**config.mk**
```make
export PLATFORM = sky130hd
export DESIGN_NAME = pmagc_top
export DESIGN_NICKNAME = d
export VERILOG_FILES = /design/src/rtl/pmagc_pkg.sv /design/src/rtl/pmagc_compare.sv /design/src/rtl/pmagc_top.sv
export SDC_FILE = /design/constraint.sdc
export NUM_CORES = 1
export LEC_CHECK = 0
export BUFFER_PORTS_ARGS = -buffer_cell sky130_fd_sc_hd__buf_2
export CORE_MARGIN = 2
export CORE_UTILIZATION = 45
export CTS_CLUSTER_SIZE = 25
export DETAILED_ROUTE_END_ITERATION = 6
export SLEW_MARGIN = 15
export SYNTH_ARGS = -nofsm -noshare
export SYNTH_HDL_FRONTEND = slang
export SYNTH_SLANG_ARGS = --single-unit
```
**constraint.sdc**
```tcl
create_clock -name clock_i -period 6.4 [get_ports clock_i]
set_clock_uncertainty 0.05 [all_clocks]
set_input_delay 0.32 -clock clock_i [delete_from_list [all_inputs] [get_ports clock_i]]
set_output_delay 0.32 -clock clock_i [all_outputs]
set_load 0.01 [all_outputs]
```
**src/rtl/pmagc_pkg.sv**
```systemverilog
// Package of constants, register map and carrier types for the power measurement gain control
package pmagc_pkg;

  // Register indices on the plain register port (word addresses)
  localparam logic [3:0] PMAGC_REG_THRESH    = 4'h0;
  localparam logic [3:0] PMAGC_REG_STEPS     = 4'h1;
  localparam logic [3:0] PMAGC_REG_MEAS      = 4'h2;
  localparam logic [3:0] PMAGC_REG_PERIOD    = 4'h3;
  localparam logic [3:0] PMAGC_REG_LIMITS    = 4'h4;
  localparam logic [3:0] PMAGC_REG_OVERLOAD  = 4'h5;
  localparam logic [3:0] PMAGC_REG_INDEX     = 4'h6;
  localparam logic [3:0] PMAGC_REG_STATUS    = 4'h7;

  // Field positions of the threshold register
  localparam int PMAGC_F_OUP  = 0;
  localparam int PMAGC_F_INUP = 8;
  localparam int PMAGC_F_INLO = 16;
  localparam int PMAGC_F_OLO  = 24;

  // Field positions of the step register
  localparam int PMAGC_F_OATK = 0;
  localparam int PMAGC_F_IATK = 8;
  localparam int PMAGC_F_IREC = 16;
  localparam int PMAGC_F_OREC = 24;

  // Field positions of the measurement, limit and overload registers
  localparam int PMAGC_F_EXP  = 0;
  localparam int PMAGC_F_TAP  = 8;
  localparam int PMAGC_F_DEC  = 16;
  localparam int PMAGC_F_MAX  = 0;
  localparam int PMAGC_F_MIN  = 8;
  localparam int PMAGC_F_OWIN = 0;
  localparam int PMAGC_F_OCNT = 8;

  // Reset values
  localparam logic [3:0]  PMAGC_RST_OUP    = 4'h1;
  localparam logic [6:0]  PMAGC_RST_INUP   = 7'h03;
  localparam logic [6:0]  PMAGC_RST_INLO   = 7'h0C;
  localparam logic [3:0]  PMAGC_RST_OLO    = 4'h4;
  localparam logic [4:0]  PMAGC_RST_OATK   = 5'h04;
  localparam logic [4:0]  PMAGC_RST_IATK   = 5'h02;
  localparam logic [4:0]  PMAGC_RST_IREC   = 5'h02;
  localparam logic [4:0]  PMAGC_RST_OREC   = 5'h04;
  localparam logic [3:0]  PMAGC_RST_EXP    = 4'h8;
  localparam logic [1:0]  PMAGC_RST_TAP    = 2'h2;
  localparam logic [3:0]  PMAGC_RST_DEC    = 4'h2;
  localparam logic [21:0] PMAGC_RST_PERIOD = 22'h007800;
  localparam logic [7:0]  PMAGC_RST_MAX    = 8'hFF;
  localparam logic [7:0]  PMAGC_RST_MIN_RX = 8'hC3;
  localparam logic [7:0]  PMAGC_RST_MIN_OBS = 8'hCB;
  localparam logic [2:0]  PMAGC_RST_OWIN   = 3'h1;
  localparam logic [3:0]  PMAGC_RST_OCNT   = 4'h1;

  // Measurement tap selection
  typedef enum logic [1:0] {
    PMAGC_TAP_OFF  = 2'h0,
    PMAGC_TAP_HB   = 2'h1,
    PMAGC_TAP_FIR  = 2'h2,
    PMAGC_TAP_DC   = 2'h3
  } pmagc_tap_e;

  // Power comparison outcome
  typedef enum logic [2:0] {
    PMAGC_HOLD, PMAGC_ATK_OUT, PMAGC_ATK_IN, PMAGC_REC_IN, PMAGC_REC_OUT
  } pmagc_dec_e;

  // Threshold set carried into the comparator
  typedef struct packed {
    logic [3:0] outer_upper_power_offset;
    logic [6:0] inner_upper_power_level;
    logic [6:0] inner_lower_power_level;
    logic [3:0] outer_lower_power_offset;
  } pmagc_thresh_s;

  // Gain step set
  typedef struct packed {
    logic [4:0] outer_attack_step;
    logic [4:0] inner_attack_step;
    logic [4:0] inner_recovery_step;
    logic [4:0] outer_recovery_step;
  } pmagc_steps_s;

endpackage : pmagc_pkg

```
**src/rtl/pmagc_compare.sv**
```systemverilog
// Threshold comparator turning a power level into a gain decision
`timescale 1ns/10ps
`default_nettype none
module pmagc_compare (
  input  wire logic                    clock_i,
  input  wire logic                    reset_i,
  input  wire logic                    valid_i,
  input  wire logic [7:0]              power_db_i,
  input  wire pmagc_pkg::pmagc_thresh_s thresh_i,
  output var  pmagc_pkg::pmagc_dec_e   decision_o,
  output logic                         done_o
);
  import pmagc_pkg::*;

  logic [7:0] outer_up_db;
  logic [7:0] outer_lo_db;
  pmagc_dec_e dec;
  pmagc_dec_e next_dec;
  logic       next_done;

  // Levels are dB below full scale, one dB per LSB; larger value is weaker signal
  always_comb begin
    outer_up_db = {1'b0, thresh_i.inner_upper_power_level} - {4'h0, thresh_i.outer_upper_power_offset};
    outer_lo_db = {1'b0, thresh_i.inner_lower_power_level} + {4'h0, thresh_i.outer_lower_power_offset};
    if (thresh_i.outer_upper_power_offset > thresh_i.inner_upper_power_level) begin
      outer_up_db = 8'h00; // Clamp at full scale
    end
    next_dec  = dec;
    next_done = 1'b0;
    if (valid_i) begin
      next_done = 1'b1;
      // Attack checks come first, outer before inner, so inner upper wins over outer lower when both trip
      if (power_db_i < outer_up_db) begin
        next_dec = PMAGC_ATK_OUT;
      end else if (power_db_i < {1'b0, thresh_i.inner_upper_power_level}) begin
        next_dec = PMAGC_ATK_IN;
      end else if (power_db_i > outer_lo_db) begin
        next_dec = PMAGC_REC_OUT;
      end else if (power_db_i > {1'b0, thresh_i.inner_lower_power_level}) begin
        next_dec = PMAGC_REC_IN;
      end else begin
        next_dec = PMAGC_HOLD;
      end
    end
  end

  // Decision register
  always_ff @(posedge clock_i) begin
    if (reset_i) begin
      dec    <= PMAGC_HOLD;
      done_o <= 1'b0;
    end else begin
      dec    <= next_dec;
      done_o <= next_done;
    end
  end
  assign decision_o = dec;

  a_outer_wins: assert property (@(posedge clock_i) disable iff (reset_i)
    valid_i && power_db_i < outer_up_db |=> dec == PMAGC_ATK_OUT)
    else $error("outer attack not chosen");
  a_outer_low: assert property (@(posedge clock_i) disable iff (reset_i)
    valid_i && power_db_i > outer_lo_db && power_db_i >= {1'b0, thresh_i.inner_upper_power_level}
    |=> dec == PMAGC_REC_OUT)
    else $error("outer recovery not chosen");

endmodule : pmagc_compare
`default_nettype wire

```
**src/rtl/pmagc_top.sv**
```systemverilog
// Power measurement gain control: detector window, comparator, gain index update and registers
`timescale 1ns/10ps
`default_nettype none
module pmagc_top #(
  parameter logic [7:0] MIN_RESET = pmagc_pkg::PMAGC_RST_MIN_RX,
  parameter int         POW_W     = 8
) (
  input  wire logic              clock_i,
  input  wire logic              reset_i,
  input  wire logic [3:0]        reg_addr_i,
  input  wire logic [31:0]       reg_wdata_i,
  input  wire logic              reg_write_i,
  input  wire logic              reg_read_i,
  output logic [31:0]            reg_rdata_o,
  input  wire logic              iq_rate_en_i,
  input  wire logic              fir_in_en_i,
  input  wire logic [POW_W-1:0]  halfband_power_i,
  input  wire logic [POW_W-1:0]  fir_power_i,
  input  wire logic [POW_W-1:0]  dc_power_i,
  input  wire logic              overload_i,
  output logic [7:0]             gain_index_o,
  output logic                   gain_update_o,
  output logic [7:0]             overload_counter_o
);
  import pmagc_pkg::*;

  // Overload window lengths in samples, indexed by window select
  function automatic logic [5:0] win_len(input logic [2:0] sel);
    unique case (sel)
      3'h0: win_len = 6'h01;
      3'h1: win_len = 6'h04;
      3'h2: win_len = 6'h08;
      3'h3: win_len = 6'h0C;
      3'h4: win_len = 6'h10;
      3'h5: win_len = 6'h18;
      3'h6: win_len = 6'h20;
      default: win_len = 6'h20; // Invalid code: longest window
    endcase
  endfunction : win_len

  // Saturating index moves; sums are taken at nine bits so a step near a limit cannot wrap past it
  function automatic logic [7:0] step_down(input logic [7:0] idx, input logic [7:0] lo, input logic [4:0] amt);
    step_down = ({1'b0, idx} < {1'b0, lo} + 9'(amt)) ? lo : idx - 8'(amt);
  endfunction : step_down

  function automatic logic [7:0] step_up(input logic [7:0] idx, input logic [7:0] hi, input logic [4:0] amt);
    step_up = ({1'b0, idx} + 9'(amt) > {1'b0, hi}) ? hi : idx + 8'(amt);
  endfunction : step_up

  // Configuration state
  pmagc_thresh_s thresh, next_thresh;
  pmagc_steps_s  steps, next_steps;
  logic [3:0]    power_window_exponent, next_exp;
  logic [1:0]    power_tap_select, next_tap;
  logic [3:0]    fir_decimation, next_decim;
  logic [21:0]   gain_update_period, next_period;
  logic [7:0]    max_index, next_max;
  logic [7:0]    min_index, next_min;
  logic [2:0]    overload_window_select, next_owin;
  logic [3:0]    overload_instance_count, next_ocnt;
  logic [31:0]   next_rdata;

  // Datapath state
  logic [15:0]   win_cnt, next_win_cnt;
  logic [21:0]   per_cnt, next_per_cnt;
  logic [7:0]    gain_index, next_gain;
  logic [5:0]    ov_win, next_ov_win;
  logic [4:0]    ov_hits, next_ov_hits;
  logic          ov_fired, next_ov_fired;
  logic [7:0]    ov_count, next_ov_count;
  logic          pending, next_pending;
  logic          next_update;
  logic          tap_en;
  logic [POW_W-1:0] tap_power;
  logic          window_done;
  pmagc_dec_e    decision;
  logic          dec_done;

  // Register writes
  always_comb begin
    next_thresh = thresh;
    next_steps  = steps;
    next_exp    = power_window_exponent;
    next_tap    = power_tap_select;
    next_decim  = fir_decimation;
    next_period = gain_update_period;
    next_max    = max_index;
    next_min    = min_index;
    next_owin   = overload_window_select;
    next_ocnt   = overload_instance_count;
    if (reg_write_i) begin
      unique case (reg_addr_i)
        PMAGC_REG_THRESH: begin
          next_thresh.outer_upper_power_offset = reg_wdata_i[PMAGC_F_OUP +: 4];
          next_thresh.inner_upper_power_level  = reg_wdata_i[PMAGC_F_INUP +: 7];
          next_thresh.inner_lower_power_level  = reg_wdata_i[PMAGC_F_INLO +: 7];
          next_thresh.outer_lower_power_offset = reg_wdata_i[PMAGC_F_OLO +: 4];
        end
        PMAGC_REG_STEPS: begin
          next_steps.outer_attack_step   = reg_wdata_i[PMAGC_F_OATK +: 5];
          next_steps.inner_attack_step   = reg_wdata_i[PMAGC_F_IATK +: 5];
          next_steps.inner_recovery_step = reg_wdata_i[PMAGC_F_IREC +: 5];
          next_steps.outer_recovery_step = reg_wdata_i[PMAGC_F_OREC +: 5];
        end
        PMAGC_REG_MEAS: begin
          next_exp   = reg_wdata_i[PMAGC_F_EXP +: 4];
          next_tap   = reg_wdata_i[PMAGC_F_TAP +: 2];
          next_decim = reg_wdata_i[PMAGC_F_DEC +: 4];
        end
        PMAGC_REG_PERIOD: next_period = reg_wdata_i[21:0]; // Software keeps it above the window
        PMAGC_REG_LIMITS: begin
          next_max = reg_wdata_i[PMAGC_F_MAX +: 8];
          next_min = reg_wdata_i[PMAGC_F_MIN +: 8];
        end
        PMAGC_REG_OVERLOAD: begin
          next_owin = reg_wdata_i[PMAGC_F_OWIN +: 3];
          next_ocnt = reg_wdata_i[PMAGC_F_OCNT +: 4];
        end
        default: ; // Read-only and unmapped addresses ignore writes
      endcase
    end
  end

  // Read data, valid the cycle after the read strobe only
  always_comb begin
    next_rdata = 32'h0000_0000;
    if (reg_read_i) begin
      unique case (reg_addr_i)
        PMAGC_REG_THRESH:   next_rdata = {4'h0, thresh.outer_lower_power_offset, 1'b0,
                                          thresh.inner_lower_power_level, 1'b0,
                                          thresh.inner_upper_power_level, 4'h0, thresh.outer_upper_power_offset};
        PMAGC_REG_STEPS:    next_rdata = {3'h0, steps.outer_recovery_step, 3'h0, steps.inner_recovery_step,
                                          3'h0, steps.inner_attack_step, 3'h0, steps.outer_attack_step};
        PMAGC_REG_MEAS:     next_rdata = {12'h000, fir_decimation, 6'h00, power_tap_select,
                                          4'h0, power_window_exponent};
        PMAGC_REG_PERIOD:   next_rdata = {10'h000, gain_update_period};
        PMAGC_REG_LIMITS:   next_rdata = {16'h0000, min_index, max_index};
        PMAGC_REG_OVERLOAD: next_rdata = {20'h00000, overload_instance_count, 5'h00, overload_window_select};
        PMAGC_REG_INDEX:    next_rdata = {24'h000000, gain_index};
        PMAGC_REG_STATUS:   next_rdata = {13'h0000, pending, 2'h0, 5'h00, decision, ov_count};
        default:            next_rdata = 32'h0000_0000;
      endcase
    end
  end

  // Configuration and read data registers
  always_ff @(posedge clock_i) begin
    if (reset_i) begin
      thresh <= '{PMAGC_RST_OUP, PMAGC_RST_INUP, PMAGC_RST_INLO, PMAGC_RST_OLO};
      steps  <= '{PMAGC_RST_OATK, PMAGC_RST_IATK, PMAGC_RST_IREC, PMAGC_RST_OREC};
      power_window_exponent   <= PMAGC_RST_EXP;
      power_tap_select        <= PMAGC_RST_TAP;
      fir_decimation          <= PMAGC_RST_DEC;
      gain_update_period      <= PMAGC_RST_PERIOD;
      max_index               <= PMAGC_RST_MAX;
      min_index               <= MIN_RESET;
      overload_window_select  <= PMAGC_RST_OWIN;
      overload_instance_count <= PMAGC_RST_OCNT;
      reg_rdata_o             <= 32'h0000_0000;
    end else begin
      thresh                  <= next_thresh;
      steps                   <= next_steps;
      power_window_exponent   <= next_exp;
      power_tap_select        <= next_tap;
      fir_decimation          <= next_decim;
      gain_update_period      <= next_period;
      max_index               <= next_max;
      min_index               <= next_min;
      overload_window_select  <= next_owin;
      overload_instance_count <= next_ocnt;
      reg_rdata_o             <= next_rdata;
    end
  end

  // Tap decode: halfband tap runs at the FIR input rate, FIR and DC taps at IQ rate, off never runs
  always_comb begin
    unique case (pmagc_tap_e'(power_tap_select))
      PMAGC_TAP_OFF: begin tap_en = 1'b0;          tap_power = '0;               end
      PMAGC_TAP_HB:  begin tap_en = fir_in_en_i;   tap_power = halfband_power_i; end
      PMAGC_TAP_FIR: begin tap_en = iq_rate_en_i;  tap_power = fir_power_i;      end
      PMAGC_TAP_DC:  begin tap_en = iq_rate_en_i;  tap_power = dc_power_i;       end
    endcase
  end
  assign window_done = tap_en && (win_cnt == 16'((32'h1 << power_window_exponent) - 1));

  // Measurement window, update period and gain index
  always_comb begin
    next_win_cnt = win_cnt;
    next_per_cnt = per_cnt;
    next_gain    = gain_index;
    next_pending = pending;
    next_update  = 1'b0;
    if (tap_en) begin
      next_win_cnt = window_done ? 16'h0000 : win_cnt + 16'h0001;
    end
    if (dec_done) begin
      next_pending = 1'b1;
    end
    if (per_cnt >= gain_update_period - 22'h000001) begin
      next_per_cnt = 22'h000000;
      if (pending || dec_done) begin
        next_pending = 1'b0;
        next_update  = 1'b1;
        // Saturating steps within the index limits
        unique case (decision)
          PMAGC_ATK_OUT: next_gain = step_down(gain_index, min_index, steps.outer_attack_step);
          PMAGC_ATK_IN:  next_gain = step_down(gain_index, min_index, steps.inner_attack_step);
          PMAGC_REC_OUT: next_gain = step_up(gain_index, max_index, steps.outer_recovery_step);
          PMAGC_REC_IN:  next_gain = step_up(gain_index, max_index, steps.inner_recovery_step);
          PMAGC_HOLD:    next_gain = gain_index;
        endcase
      end
    end else begin
      next_per_cnt = per_cnt + 22'h000001;
    end
    // Limits moved under a live index, or a step taken from outside them, end back in range
    if (next_gain > max_index) begin
      next_gain = max_index;
    end else if (next_gain < min_index) begin
      next_gain = min_index;
    end
  end

  // Overload detector: one count per window reaching the instance count
  always_comb begin
    next_ov_win   = ov_win;
    next_ov_hits  = ov_hits;
    next_ov_fired = ov_fired;
    next_ov_count = ov_count;
    if (fir_in_en_i) begin
      if (ov_win >= win_len(overload_window_select) - 6'h01) begin
        next_ov_win   = 6'h00;
        next_ov_hits  = 5'h00;
        next_ov_fired = 1'b0;
      end else begin
        next_ov_win = ov_win + 6'h01;
        next_ov_hits = overload_i ? ov_hits + 5'h01 : ov_hits;
      end
      if (!ov_fired && overload_i && (ov_hits + 5'h01 >= {1'b0, overload_instance_count})) begin
        next_ov_count = ov_count + 8'h01;
        next_ov_fired = ov_win < win_len(overload_window_select) - 6'h01; // Window restarts otherwise
      end
    end
  end

  // Datapath registers
  always_ff @(posedge clock_i) begin
    if (reset_i) begin
      win_cnt    <= 16'h0000;
      per_cnt    <= 22'h000000;
      gain_index <= PMAGC_RST_MAX;
      pending    <= 1'b0;
      gain_update_o <= 1'b0;
      ov_win     <= 6'h00;
      ov_hits    <= 5'h00;
      ov_fired   <= 1'b0;
      ov_count   <= 8'h00;
    end else begin
      win_cnt    <= next_win_cnt;
      per_cnt    <= next_per_cnt;
      gain_index <= next_gain;
      pending    <= next_pending;
      gain_update_o <= next_update;
      ov_win     <= next_ov_win;
      ov_hits    <= next_ov_hits;
      ov_fired   <= next_ov_fired;
      ov_count   <= next_ov_count;
    end
  end
  assign gain_index_o       = gain_index;
  assign overload_counter_o = ov_count;

  // Threshold comparator, fed once per finished window
  pmagc_compare u_compare (
    .clock_i    (clock_i),
    .reset_i    (reset_i),
    .valid_i    (window_done),
    .power_db_i (8'(tap_power)),
    .thresh_i   (thresh),
    .decision_o (decision),
    .done_o     (dec_done)
  );

  a_index_range: assert property (@(posedge clock_i) disable iff (reset_i)
    gain_update_o |-> gain_index <= $past(max_index) && gain_index >= $past(min_index))
    else $error("gain index outside limits");
  a_off_no_win: assert property (@(posedge clock_i) disable iff (reset_i)
    power_tap_select == 2'h0 |=> !dec_done)
    else $error("detector ran while disabled");
  a_attack_down: assert property (@(posedge clock_i) disable iff (reset_i)
    next_update && decision == PMAGC_ATK_IN && gain_index >= min_index |=> gain_index <= $past(gain_index))
    else $error("attack raised gain");
  a_recover_up: assert property (@(posedge clock_i) disable iff (reset_i)
    next_update && decision == PMAGC_REC_IN && gain_index <= max_index |=> gain_index >= $past(gain_index))
    else $error("recovery lowered gain");
  a_update_period: assert property (@(posedge clock_i) disable iff (reset_i)
    gain_update_o |-> $past(per_cnt) >= $past(gain_update_period) - 22'h000001)
    else $error("update off period end");
  a_hb_rate: assert property (@(posedge clock_i) disable iff (reset_i)
    power_tap_select == 2'h1 && !fir_in_en_i && win_cnt != 16'h0000 |=> win_cnt == $past(win_cnt))
    else $error("window counted without tap enable");
  a_ov_once: assert property (@(posedge clock_i) disable iff (reset_i)
    ov_fired |=> ov_count == $past(ov_count))
    else $error("overload double counted");

endmodule : pmagc_top
`default_nettype wire

```
Word-level counts from Yosys, hierarchy flattened
Cells that the tools add are included.

storage, ports and cells
  output and inout port bits = 49
  logic and storage cells = 141
  input port bits = 67
  flip-flop bits (word level) = 201

cells by class
  bitwise logic cells = 2
  equal/unequal tests = 20
  add/sub/neg operators = 19
  shift-type cells = 1
  magnitude comparators = 15
  mux-type cells = 32
  reductions and logical operators = 24

operator list
  cell                   count
  $pmux 29 s8            1
  $mux 8                 9
  $pmux 8 s5             1
  $add 8x5->9            4
  $pmux 6 s6             1
  $pmux 8 s4             1
  $mux 6                 4
  $add 22x1->22 const B  1
  $ge 22x22->1           1
  $sub 22x1->22 const B  1
  $gt 9x8->1             2
  $lt 8x9->1             2
  $reduce_and 2->1       9
  $add 16x1->16 const B  1
  $add 8x5->8            2
  $eq 16x16->1           1
  $eq 4x3->1 const B     4
  $gt 8x8->1             2
  $lt 8x8->1             2
  $mux 16                1
  $shl 1x4->16 const A   1
  $sub 16x1->16 const B  1
  $sub 8x5->8            2
  $eq 3x2->1 const B     4
  other kinds (32)       55

Depth between registers and ports, before layout
Gate-level depths: netlist of the first run.

  word-level depth = 9
  mapped depth = 26

Modules after synthesis
From an unflattened synthesis of the first run, not the netlist that was laid out.

unflattened totals
  cell total of the unflattened synthesis = 1746
  area total of the unflattened synthesis = 13802.0 sq um

modules (own cells, without submodules)
  module         cells each  seq. area each (sq um)  area each (sq um)  times used
  pmagc_top      1594        3863.7                  12573.3            1
  pmagc_compare  152         80.1                    1228.7             1

Worst setup path before layout of the first run
No wires, ideal clock.

  path kind = reg2reg
  start point = reg gain_update_period[6]
  end point = reg gain_index[7], in the netlist gain_index_o[7]
  stages on the path, launching flop included = 24
  setup time = 87 ps
  arrival = 5310 ps
  setup slack = 953 ps
  cells stage by stage = dfxtp_1 > clkbuf_1 > or4_1 > or4_1 > nor4_1 > xnor2_1 > ha_1 > a2111o_1 > o21bai_1 > o211ai_1 > nor2_1 > a311o_1 > buf_2 > and3_1 > a311oi_2 > ha_1 > a21o_1 > a21oi_1 > nor2_1 > a211oi_1 > and2_1 > clkbuf_1 > a21oi_1 > o31ai_1

between the ends
  word-level cells in the longest chain between the ends = 6

RTL lines
  element                 line              source
  start, declared         pmagc_top.sv:56   logic [21:0] gain_update_period, next_period;
  start signal, assigned  pmagc_top.sv:166  gain_update_period <= next_period;
  $sub 22x1->22 (*)       pmagc_top.sv:199  if (per_cnt >= gain_update_period - 22'h000001) begin
  $ge 22x22->1 (*)        pmagc_top.sv:199
  $mux 8 (*)              pmagc_top.sv:199
  $lt 8x8->1              pmagc_top.sv:219  end else if (next_gain < min_index) begin
  $mux 8                  pmagc_top.sv:219
  $mux 8 (*)              pmagc_top.sv:217  if (next_gain > max_index) begin
  end signal, assigned    pmagc_top.sv:261  gain_index <= next_gain;
  end, declared           pmagc_top.sv:66   logic [7:0] gain_index, next_gain;

Every way passes the cells marked *; elsewhere a longest branch is shown, timed or not.
A chain may end at the register's enable or synchronous reset.

Final worst setup path of the first run
  start point = reg gain_update_period[6]
  end point = reg gain_index[1], in the netlist gain_index_o[1]

The elaborated chain is that of the path after synthesis.

==> impl_metrics.json, run 1 <==
{
  "outcome": "finished clean",
  "dieArea_um2": 32700,
  "place_hpwl_um": 35800,
  "core_um2": 30700,
  "die_w_um": 181,
  "fill_cells": 3023,
  "area_delta_synth_final_pct": 11.0,
  "cts_setup_buffers": 0,
  "ir_drop_uv": 252,
  "htreeDepth": 4,
  "yosysSeqAreaShare_pct": 28.0,
  "firstDrtPassIters": 7,
  "netlist_area_um2": 14100,
  "antenna_found_initial": 0,
  "worstHoldPathType": "primary input to register",
  "drv_cap": 0,
  "finalInstanceArea_um2": 15600,
  "cts_hold_buf": 0,
  "synth-main-ff-cell": "dfxtp_1",
  "fmax_mhz": 168,
  "globalRouteOverflowTotal": 0,
  "cts_made_buffers": 17,
  "pin_count": 116,
  "cp.arrival_ns": 6.25,
  "first_global_vias": 12500,
  "fin_tns_setup_ns": 0,
  "clk_pin_slew_ns": 0.10,
  "die_h_um": 181,
  "ys_warn_count": 0,
  "viasPerCell": 5.92,
  "path_max_fanout": 11,
  "wire_per_inst_um": 20.8,
  "numPortBuffers": 107,
  "grt_use_total_pct": 28.6,
  "final-max-slew-violation-count": 0,
  "p_leak_nw": 6.46,
  "root_buffer": "clkbuf_16",
  "finalSetupViolCount": 0,
  "synth.avg_cell_area_um2": 7.93,
  "start_kind": "register",
  "path_class": "register to register",
  "drtIter0Drc": 1347,
  "cts_tree": "built",
  "critPathRequiredTime_ns": 6.71,
  "cts_sinks": 197,
  "postSynth.asyncResetShare_pct": 0,
  "antenna_left": 0,
  "grt_pass1_wl_um": 73100,
  "pwr_density_cell_nw_per_um2": 268,
  "clock_latency_ns": 0.47,
  "vias": 13400,
  "finalWirelength_um": 47100,
  "ys_seq_elements": 197,
  "route.detailed.drc": 0,
  "gp_congestion": 0.980,
  "initial_utilization_pct": 45.9,
  "finalHoldViolCount": 0,
  "fin_nets": 2076,
  "core.rowCount": 64,
  "end_kind": "register",
  "rsz0062_at_grt": "no",
  "period_needed_ns": 5.94,
  "grt_max_degree": 88,
  "relSlewSlack_pct": 19.0,
  "layout-drive-gt1-share_pct": 12.2,
  "cts_buffer_depth": 2,
  "worst_pin_slew_ns": 1.21,
  "synth-edff-count": 0,
  "synth_cell_types": 95,
  "post-route-period-util_pct": 92.8,
  "postPlaceCellArea_um2": 15000,
  "syn_inst": 1775
}
Yosys cell counts (6+ instances only):
library cell | n | area (um2)
a31oi_1 | 16 | 100
nand4_1 | 31 | 194
buf_2 | 10 | 50.1
inv_1 | 83 | 312
nand2_1 | 259 | 972
a21oi_1 | 137 | 686
o211ai_1 | 19 | 143
nor2_1 | 147 | 552
and2_1 | 9 | 56.3
mux2_2 | 11 | 124
and3_1 | 19 | 119
clkbuf_1 | 60 | 225
xnor2_1 | 66 | 578
nor3_1 | 39 | 195
a21o_1 | 21 | 158
xor2_1 | 45 | 394
buf_6 | 6 | 67.6
nor3b_1 | 6 | 45.0
a22o_1 | 7 | 61.3
nor2b_1 | 24 | 150
or4_1 | 6 | 45.0
mux2i_1 | 19 | 190
nor4_1 | 9 | 56.3
nand2b_1 | 18 | 113
fa_1 | 8 | 160
a22oi_1 | 58 | 435
o21ai_0 | 51 | 255
a211oi_1 | 9 | 67.6
buf_4 | 6 | 45.0
nand3_1 | 78 | 390
o21ai_1 | 8 | 40.0
dfxtp_1 | 197 | 3940
o21a_1 | 16 | 120
o2111ai_1 | 6 | 52.6
ha_1 | 149 | 1860
or3_1 | 7 | 43.8
cell usage in the layout, fill, tap and decap left out, types with 24 or more instances in the layout:
cell / count
a21oi_1: 137
a22oi_1: 58
buf_2: 106
buf_4: 34
dfxtp_1: 197
ha_1: 149
inv_1: 83
nand2_1: 259
nand3_1: 78
nand4_1: 31
nor2_1: 147
nor2b_1: 24
nor3_1: 37
o21ai_0: 51
xnor2_1: 66
xor2_1: 45
critical path, cell delays in order, from the launching register on:
cell	delay, ns
dfxtp_1	0.41
or4_1	0.61
or4_1	0.50
nor4_1	0.34
xnor2_1	0.11
ha_1	0.19
a2111o_1	0.43
o21bai_1	0.16
o211ai_1	0.11
nor2_1	0.06
a311o_2	0.46
and3_1	0.21
a311oi_2	0.35
ha_1	0.31
a21o_1	0.18
a21oi_1	0.14
nor2_1	0.06
a211oi_1	0.42
and2_2	0.33
a21oi_1	0.09
o31ai_1	0.31
metal layers:
metal	track usage [%]	wire, um
met5	0	0
met4	8.90	1240
met3	4.96	3260
met2	46.2	21500
met1	38.8	21100
registers in the layout, summed over array words and instances (netlist names):
| signal | count |
|---|---|
| overload_window_select | 3 |
| reg_rdata_o | 28 |
| gain_index_o | 8 |
| gain_update_o | 1 |
| u_compare.decision_o | 3 |
| win_cnt | 16 |
| fir_decimation | 4 |
| power_window_exponent | 4 |
| max_index | 8 |
| min_index | 8 |
| steps | 20 |
| thresh | 22 |
| ov_win | 6 |
| pending | 1 |
| gain_update_period | 22 |
| overload_counter_o | 8 |
| power_tap_select | 2 |
| u_compare.done_o | 1 |
| overload_instance_count | 4 |
| ov_hits | 5 |
| ov_fired | 1 |
| per_cnt | 22 |
final timing paths:
path,startpoint,endpoint,slack (ns),depth (start not counted)
max reg2reg,gain_update_period[6]$_SDFFE_PP0P_,gain_index_o[1]$_SDFF_PP1_,0.46,20
max,gain_update_period[6]$_SDFFE_PP0P_,gain_index_o[1]$_SDFF_PP1_,0.46,20
min reg2reg,fir_decimation[0]$_SDFFE_PP0P_,fir_decimation[0]$_SDFFE_PP0P_,0.41,2
min,reg_wdata_i[28],steps[4]$_SDFFE_PP0P_,0.05,3
where the power goes:
group	leakage, nW	total (W)	internal [W]	switching [W]
combinational	4.56	0.00168	0.000675	0.00100
sequential	1.59	0.00134	0.00126	0.0000716
clock	0.308	0.00117	0.000583	0.000589
total	6.46	0.00419	0.00252	0.00166
stage by stage:
stage	util [%]	hold WS, ns	worst slack [ns]	instances	power [W]
finish	51.0	0.0489	0.463	2262	0.00419
global route	50.9	0.0469	0.0243	2261	0.00442
CTS	50.9	0.0379	0.386	2261	0.00417
detailed placement	48.8	0.398	0.422	2229	0.00300
global placement	48.8	0.394	0.506	2229	0.00298
floorplan	-	0.386	0.953	1778	0.00252
area by class of cell:
cell class | instances | area (um2) | area share (%)
Multi-Input combinational cell | 1412 | 9450 | 60.4
Antenna cell | 1 | 2.50 | 0.0160
Timing Repair Buffer | 140 | 786 | 5.03
Sequential cell | 197 | 3940 | 25.2
Clock buffer | 18 | 439 | 2.81
Clock inverter | 14 | 199 | 1.27
Inverter | 84 | 315 | 2.02
Tap cell | 396 | 495 | 3.17
logic make-up after synthesis:
| logic type | after synthesis | synth area share, % |
|---|---|---|
| buf+inv | 169 | 5.08 |
| flops | 197 | 28.0 |
| compound gates | 430 | 20.8 |
| fa+ha+maj | 157 | 14.4 |
| xor+xnor | 111 | 6.91 |
| mux | 31 | 2.31 |
| other cells | 1 | 0.0266 |
| simple gates | 679 | 22.5 |
what timing repair did:
action / in CTS / in global routing
hold endpoints to repair: 0 / 0
gates resized for setup: 0 / 4
endpoints found under the setup margin: 0 / 8
No activity file was read; power rests on OpenSTA's default activity.
==> inputs of run 2 (changes only) <==
--- a/config.mk
+++ b/config.mk
@@ -5,11 +5,12 @@
 export SDC_FILE = /design/constraint.sdc
 export NUM_CORES = 1
 export LEC_CHECK = 0
-export BUFFER_PORTS_ARGS = -buffer_cell sky130_fd_sc_hd__buf_2
+export ABC_AREA = 1
 export CORE_MARGIN = 2
 export CORE_UTILIZATION = 45
 export CTS_CLUSTER_SIZE = 25
 export DETAILED_ROUTE_END_ITERATION = 6
+export DONT_BUFFER_PORTS = 1
 export SLEW_MARGIN = 15
 export SYNTH_ARGS = -nofsm -noshare
 export SYNTH_HDL_FRONTEND = slang
==> run 2 against run 1 <==
Final area fell by 4.1%. Critical path depth is 12 higher. Synthesized cell count grew 9.5%. Power decreased by 12%. Core utilization fell by 1.6 points. Wire length down 3.8%. Clock power is 4% lower. Count of clock-buffer cells in the layout increased by 4. Maximum frequency is 4.8% higher. Combinational power shrank 26%. Global-route usage decreased by 0.12 points. Critical path type unchanged. Largest power group is now registers.
==> impl_metrics.json, run 2 <==
{
  "post-route-worst-setup-slack_ns": 0.736,
  "grt_max_degree": 106,
  "vias": 13200,
  "synth_top_area_share_pct": 28.7,
  "cp_slowest_cell": "dfxtp_1",
  "cpPeakStageDelay_ns": 0.58,
  "path_class": "register to register",
  "hp-start": "reg_wdata_i[11]",
  "cp.arrival_ns": 6.01,
  "cts_tree": "built",
  "p_leak_nw": 6.76,
  "final_cell_mix": "nand2_1, inv_1, dfxtp_1",
  "synth.avg_cell_area_um2": 7.08,
  "first_global_vias": 12000,
  "outcome": "finished clean",
  "antenna_found_initial": 2,
  "synth_common_cells": "nand2_1, inv_1, dfxtp_1",
  "rsz0062_at_grt": "no",
  "finalWirelength_um": 45300,
  "worst_pin_slew_ns": 1.13,
  "mostFrequentLayoutCell": "nand2_1",
  "dieArea_um2": 32000,
  "wl_met2_um": 20100,
  "post-route-period-util_pct": 88.5,
  "path_max_fanout": 11,
  "place_hpwl_um": 34600,
  "worstReg2RegEnd": "gain_index_o[4]$_SDFF_PP1_",
  "layout-drive-gt1-share_pct": 4.99,
  "synth-edff-count": 0,
  "drv_cap": 0,
  "fin_tns_setup_ns": 0,
  "postPlaceCellArea_um2": 14100,
  "die_h_um": 179,
  "grt_pass1_wl_um": 68600,
  "worstHoldPathType": "primary input to register",
  "fmax_mhz": 177,
  "crit_buf_inv": 6,
  "yosysSeqAreaShare_pct": 28.7,
  "end_kind": "register",
  "hold_end": "overload_instance_count[3]$_SDFFE_PP0P_",
  "initial_utilization_pct": 45.3,
  "largest-register": "reg_rdata_o",
  "grt_use_total_pct": 28.5,
  "core.rowCount": 64,
  "finalInstanceArea_um2": 15000,
  "top_layer_used": "met4",
  "synthTopCellsByArea": "dfxtp_1, ha_1, nand2_1",
  "synth-main-ff-cell": "dfxtp_1",
  "ff2ff_setup_slack_ns": 0.74,
  "largest_register_ffs": 28,
  "die_w_um": 179,
  "clock_latency_ns": 0.46,
  "route.detailed.drc": 0,
  "route.met3.wl_um": 3550,
  "synth_cell_types": 59,
  "cts_made_buffers": 17,
  "firstDrtPassIters": 7,
  "wire_per_inst_um": 19.2,
  "root_buffer": "clkbuf_16",
  "r2r-start": "gain_index_o[0]$_SDFF_PP1_",
  "area_delta_synth_final_pct": 8.96,
  "cts_sinks": 197,
  "clk_pin_slew_ns": 0.07,
  "antenna_left": 0,
  "start_kind": "register",
  "crit_cells": 32,
  "globalRouteOverflowTotal": 0,
  "pwr_density_cell_nw_per_um2": 246,
  "fin_nets": 2178,
  "place_worst_setup_slack_ns": 0.818,
  "gp_congestion": 0.936,
  "postSynth.asyncResetShare_pct": 0,
  "core_um2": 30300,
  "viasPerCell": 5.60,
  "critPathRequiredTime_ns": 6.74,
  "htreeDepth": 4,
  "final-max-slew-violation-count": 0,
  "ir_drop_uv": 230,
  "m1WireLength_um": 19800,
  "finalHoldViolCount": 0,
  "yosysTopAreaCell": "dfxtp_1",
  "syn_inst": 1943,
  "synth_most_common_cell": "nand2_1",
  "whs_path_depth": 2,
  "cts.repair.resized": 0,
  "utilization_pct": 49.4,
  "finalSetupViolCount": 0,
  "numPortBuffers": 0,
  "ys_seq_elements": 197,
  "relSlewSlack_pct": 24.4,
  "drtIter0Drc": 1159,
  "crit_top_cell": "nand2_1",
  "cp_top_family": "simple AND/OR/NAND/NOR gates",
  "cts_buffer_depth": 2,
  "r2r.worst_path.cells": 32,
  "pin_count": 116,
  "netlist_area_um2": 13800,
  "fin_hold_ws_ns": 0.0105,
  "period_needed_ns": 5.66,
  "ys_warn_count": 0
}
run 2: worst max-delay path by stage:
stage / startpoint / end / slack, ns
5_1_grt: gain_update_period[0]$_SDFFE_PP0P_ / gain_index_o[4]$_SDFF_PP1_ / 0.17
3_5_place_dp: gain_index_o[0]$_SDFF_PP1_ / gain_index_o[4]$_SDFF_PP1_ / 0.82
2_1_floorplan: gain_index_o[1]$_SDFF_PP1_ / gain_index_o[6]$_SDFF_PP1_ / 1.47
4_1_cts: gain_index_o[0]$_SDFF_PP1_ / gain_index_o[4]$_SDFF_PP1_ / 0.80
6_report: gain_index_o[0]$_SDFF_PP1_ / gain_index_o[4]$_SDFF_PP1_ / 0.74
3_3_place_gp: gain_index_o[0]$_SDFF_PP1_ / gain_index_o[4]$_SDFF_PP1_ / 0.89
run 2: stage by stage:
| step | std cells | power, W |
|---|---|---|
| finish | 2362 | 0.00369 |
| global route | 2360 | 0.00393 |
| CTS | 2360 | 0.00369 |
| detailed placement | 2305 | 0.00255 |
| global placement | 2305 | 0.00252 |
| floorplan | 1946 | 0.00226 |
run 2: layer usage:
metal	vias up	track usage (%)
met2	498	45.1
met3	109	5.30
met1	6099	37.6
li1	6533	-
met5	-	0
met4	0	12.8
run 2: worst register-to-register path: cells and delay by family (launching register included):
family	cells	cell delay (ns)
and+or+nand+nor	16	1.93
AOI/OAI and AO/OA	5	1.17
adders and majority gates	4	1.12
DFF	1	0.58
buffers and inverters	6	0.47
xor gates and xnor gates	1	0.27
run 2: power breakdown:
part | internal [W] | switching, W
clock | 0.000613 | 0.000508
sequential | 0.00126 | 0.0000581
combinational | 0.000436 | 0.000809
total | 0.00231 | 0.00137
run 2: repair_timing:
action                     4_1_cts  5_1_grt
hold buffers                    26        0
setup buffers                    0        0
setup endpoints to repair        0        0
hold endpoints to repair        60        0
run 2: cell type report:
class / instances / area (um2)
Fill cell: 3106 / 15400
Multi-Input combinational cell: 1404 / 8500
Sequential cell: 197 / 3940
Inverter: 294 / 1100
Tap cell: 396 / 495
Clock buffer: 22 / 484
Timing Repair Buffer: 40 / 365
Clock inverter: 7 / 96.3
Antenna cell: 2 / 5.00
run 2: cells by family after synthesis:
logic type | count (synthesis) | share of synthesized area [%]
AO/OA/AOI/OAI | 451 | 18.9
XOR/XNOR | 81 | 5.16
adder cells (fa/ha/maj) | 157 | 14.7
buffers and inverters | 345 | 9.66
flip-flops | 197 | 28.7
other | 1 | 0.0273
AND/OR/NAND/NOR | 711 | 22.9
==> inputs of run 3 (changes only) <==
--- a/config.mk
+++ b/config.mk
@@ -6,6 +6,7 @@
 export NUM_CORES = 1
 export LEC_CHECK = 0
 export ABC_AREA = 1
+export CORE_ASPECT_RATIO = 1.75
 export CORE_MARGIN = 2
 export CORE_UTILIZATION = 45
 export CTS_CLUSTER_SIZE = 25
==> constraint.sdc (replaced) <==
create_clock -name clock_i -period 5.35 [get_ports clock_i]
set_clock_uncertainty 0.05 [all_clocks]
set_input_delay 0.2675 -clock clock_i [delete_from_list [all_inputs] [get_ports clock_i]]
set_output_delay 0.2675 -clock clock_i [all_outputs]
set_load 0.01 [all_outputs]
==> run 3 against run 2 <==
Via count rose by 1.9%. Sequential cell count did not move. Highest routed layer is now met5. Critical endpoint is now gain_index_o[5]$_SDFF_PP1_. Final area up 2.3%. Register-to-register slack lost 0.36 ns. Power up 23%. Global-route usage up 2.2 points. Maximum frequency rose by 14%. Core utilization is 1.6 points higher. Clock power grew 18%.
==> impl_metrics.json, run 3 (synthesized netlist as in run 2, its figures left out) <==
{
  "fin_hold_ws_ns": 0.0736,
  "post-route-worst-setup-slack_ns": 0.380,
  "worstHoldPathType": "primary input to register",
  "clock_latency_ns": 0.46,
  "p_total_w": 0.00455,
  "die_w_um": 136,
  "cts_made_buffers": 17,
  "wire_per_inst_um": 20.3,
  "critPathRequiredTime_ns": 5.66,
  "globalRouteOverflowTotal": 0,
  "p_leak_nw": 6.88,
  "fin_cells": 2389,
  "period_needed_ns": 4.97,
  "finalHoldViolCount": 0,
  "antenna_found_initial": 3,
  "ff2ff_setup_slack_ns": 0.38,
  "final-max-slew-violation-count": 0,
  "pwr_density_cell_nw_per_um2": 297,
  "r2r-start": "steps[10]$_SDFFE_PP0P_",
  "path_max_fanout": 7,
  "hold_end": "ov_hits[3]$_SDFFE_PP0P_",
  "place_hpwl_um": 37500,
  "route.detailed.drc": 0,
  "final_cell_mix": "nand2_1, inv_1, dfxtp_1",
  "vias": 13500,
  "r2r.worst_path.cells": 32,
  "core_um2": 30100,
  "whs_path_depth": 4,
  "place_worst_setup_slack_ns": 0.0147,
  "relSlewSlack_pct": 28.6,
  "worst_pin_slew_ns": 1.07,
  "drv_cap": 0,
  "antenna_left": 0,
  "drtIter0Drc": 981,
  "hp-start": "overload_i",
  "largest_register_ffs": 28,
  "gp_congestion": 0.981,
  "cpPeakStageDelay_ns": 0.41,
  "fin_nets": 2209,
  "largest-register": "reg_rdata_o",
  "start_kind": "register",
  "ir_drop_uv": 255,
  "end_kind": "register",
  "grt_pass1_wl_um": 74200,
  "area_delta_synth_final_pct": 11.5,
  "first_global_vias": 13300,
  "cts_sinks": 197,
  "dieArea_um2": 32000,
  "die_h_um": 235,
  "path_class": "register to register",
  "layout-drive-gt1-share_pct": 7.76,
  "htreeDepth": 4,
  "viasPerCell": 5.64,
  "utilization_pct": 51.0,
  "grt_use_total_pct": 30.7,
  "core.rowCount": 84,
  "fmax_mhz": 201,
  "finalSetupViolCount": 0,
  "cts_buffer_depth": 2,
  "pin_count": 116,
  "clk_pin_slew_ns": 0.08,
  "post-route-period-util_pct": 92.9,
  "mostFrequentLayoutCell": "nand2_1",
  "initial_utilization_pct": 45.8,
  "finalWirelength_um": 48400,
  "worstReg2RegEnd": "gain_index_o[5]$_SDFF_PP1_",
  "cts_tree": "built",
  "outcome": "finished clean",
  "cp_slowest_cell": "fa_1",
  "root_buffer": "clkbuf_16",
  "crit_top_cell": "nand2_1",
  "numPortBuffers": 0,
  "placed_cells": 2309,
  "grt_max_degree": 65,
  "firstDrtPassIters": 5,
  "cp.arrival_ns": 5.29
}
[run 3: cell types whose count changed in the layout (fill, tap and decap cells not counted), moves of 3 or more]
cell,delta
buf_4,+23
clkbuf_8,-3
clkinvlp_4,+7
dfxtp_1,-6
dfxtp_2,+3
dfxtp_4,+3
dlygate4sd3_1,+6
nand2_1,-5
nand2_2,+5
nor3_1,-5
nor3_2,+4
o21ai_0,-4
o21ai_1,+4
[run 3: critical path: cells and delay by family, from the launching register on]
| family | cells | cell delay, ns |
|---|---|---|
| compound gates | 9 | 1.25 |
| simple gates | 12 | 1.07 |
| fa+ha+maj | 4 | 1.23 |
| buf+inv | 6 | 0.75 |
| xor+xnor | 1 | 0.16 |
| flops | 1 | 0.36 |
[run 3: repair_timing]
item                                    4_1_cts  5_1_grt
hold buffers                                 32        0
resized for setup                             0       39
hold endpoints to repair                    114        0
endpoints found under the setup margin        0        8
buffers inserted                              0       10
[run 3: power breakdown]
part / switching [W] / internal (W) / total [W]
registers: 0.0000709 / 0.00151 / 0.00159
logic: 0.00103 / 0.000609 / 0.00164
clock network: 0.000654 / 0.000668 / 0.00132
[run 3: worst max path at each step]
stage                                             from                    endpoint  slack [ns]  depth (start not counted)
CTS                         gain_index_o[0]$_SDFF_PP1_  gain_index_o[7]$_SDFF_PP1_        0.02                         31
global route        gain_update_period[2]$_SDFFE_PP0P_  gain_index_o[0]$_SDFF_PP1_       -0.01                         31
global placement    gain_update_period[0]$_SDFFE_PP0P_  gain_index_o[1]$_SDFF_PP1_        0.16                         30
floorplan                   gain_index_o[1]$_SDFF_PP1_  gain_index_o[6]$_SDFF_PP1_        0.42                         31
finish                          steps[10]$_SDFFE_PP0P_  gain_index_o[5]$_SDFF_PP1_        0.38                         32
detailed placement          gain_index_o[0]$_SDFF_PP1_  gain_index_o[7]$_SDFF_PP1_        0.01                         31
[run 3: through the flow]
| stage | TNS, ns | cell area (um2) |
|---|---|---|
| 2_1_floorplan | 0 | 13800 |
| 3_3_place_gp | 0 | 14200 |
| 3_5_place_dp | 0 | 14200 |
| 4_1_cts | 0 | 15100 |
| 5_1_grt | -0.0105 | 15300 |
| 6_report | 0 | 15300 |
[run 3: layout make-up]
| type | instances | area (um2) |
|---|---|---|
| diodes | 4 | 10.0 |
| clock inverters | 14 | 146 |
| flip-flops and latches | 197 | 3960 |
| inverters | 294 | 1110 |
| fillers | 3118 | 14700 |
| clock buffers | 18 | 439 |
| well taps | 387 | 484 |
| multi-input cells | 1405 | 8580 |
| repair buffers | 70 | 603 |
[run 3: layer usage]
| layer | part of all wire, % | track usage (%) | up-vias |
|---|---|---|---|
| li1 | - | - | 6601 |
| met1 | 36 | 32.4 | 6237 |
| met2 | 52 | 54.8 | 485 |
| met3 | 5.8 | 5.79 | 159 |
| met4 | 7.0 | 19.2 | 2 |
| met5 | 0.027 | 0 | - |
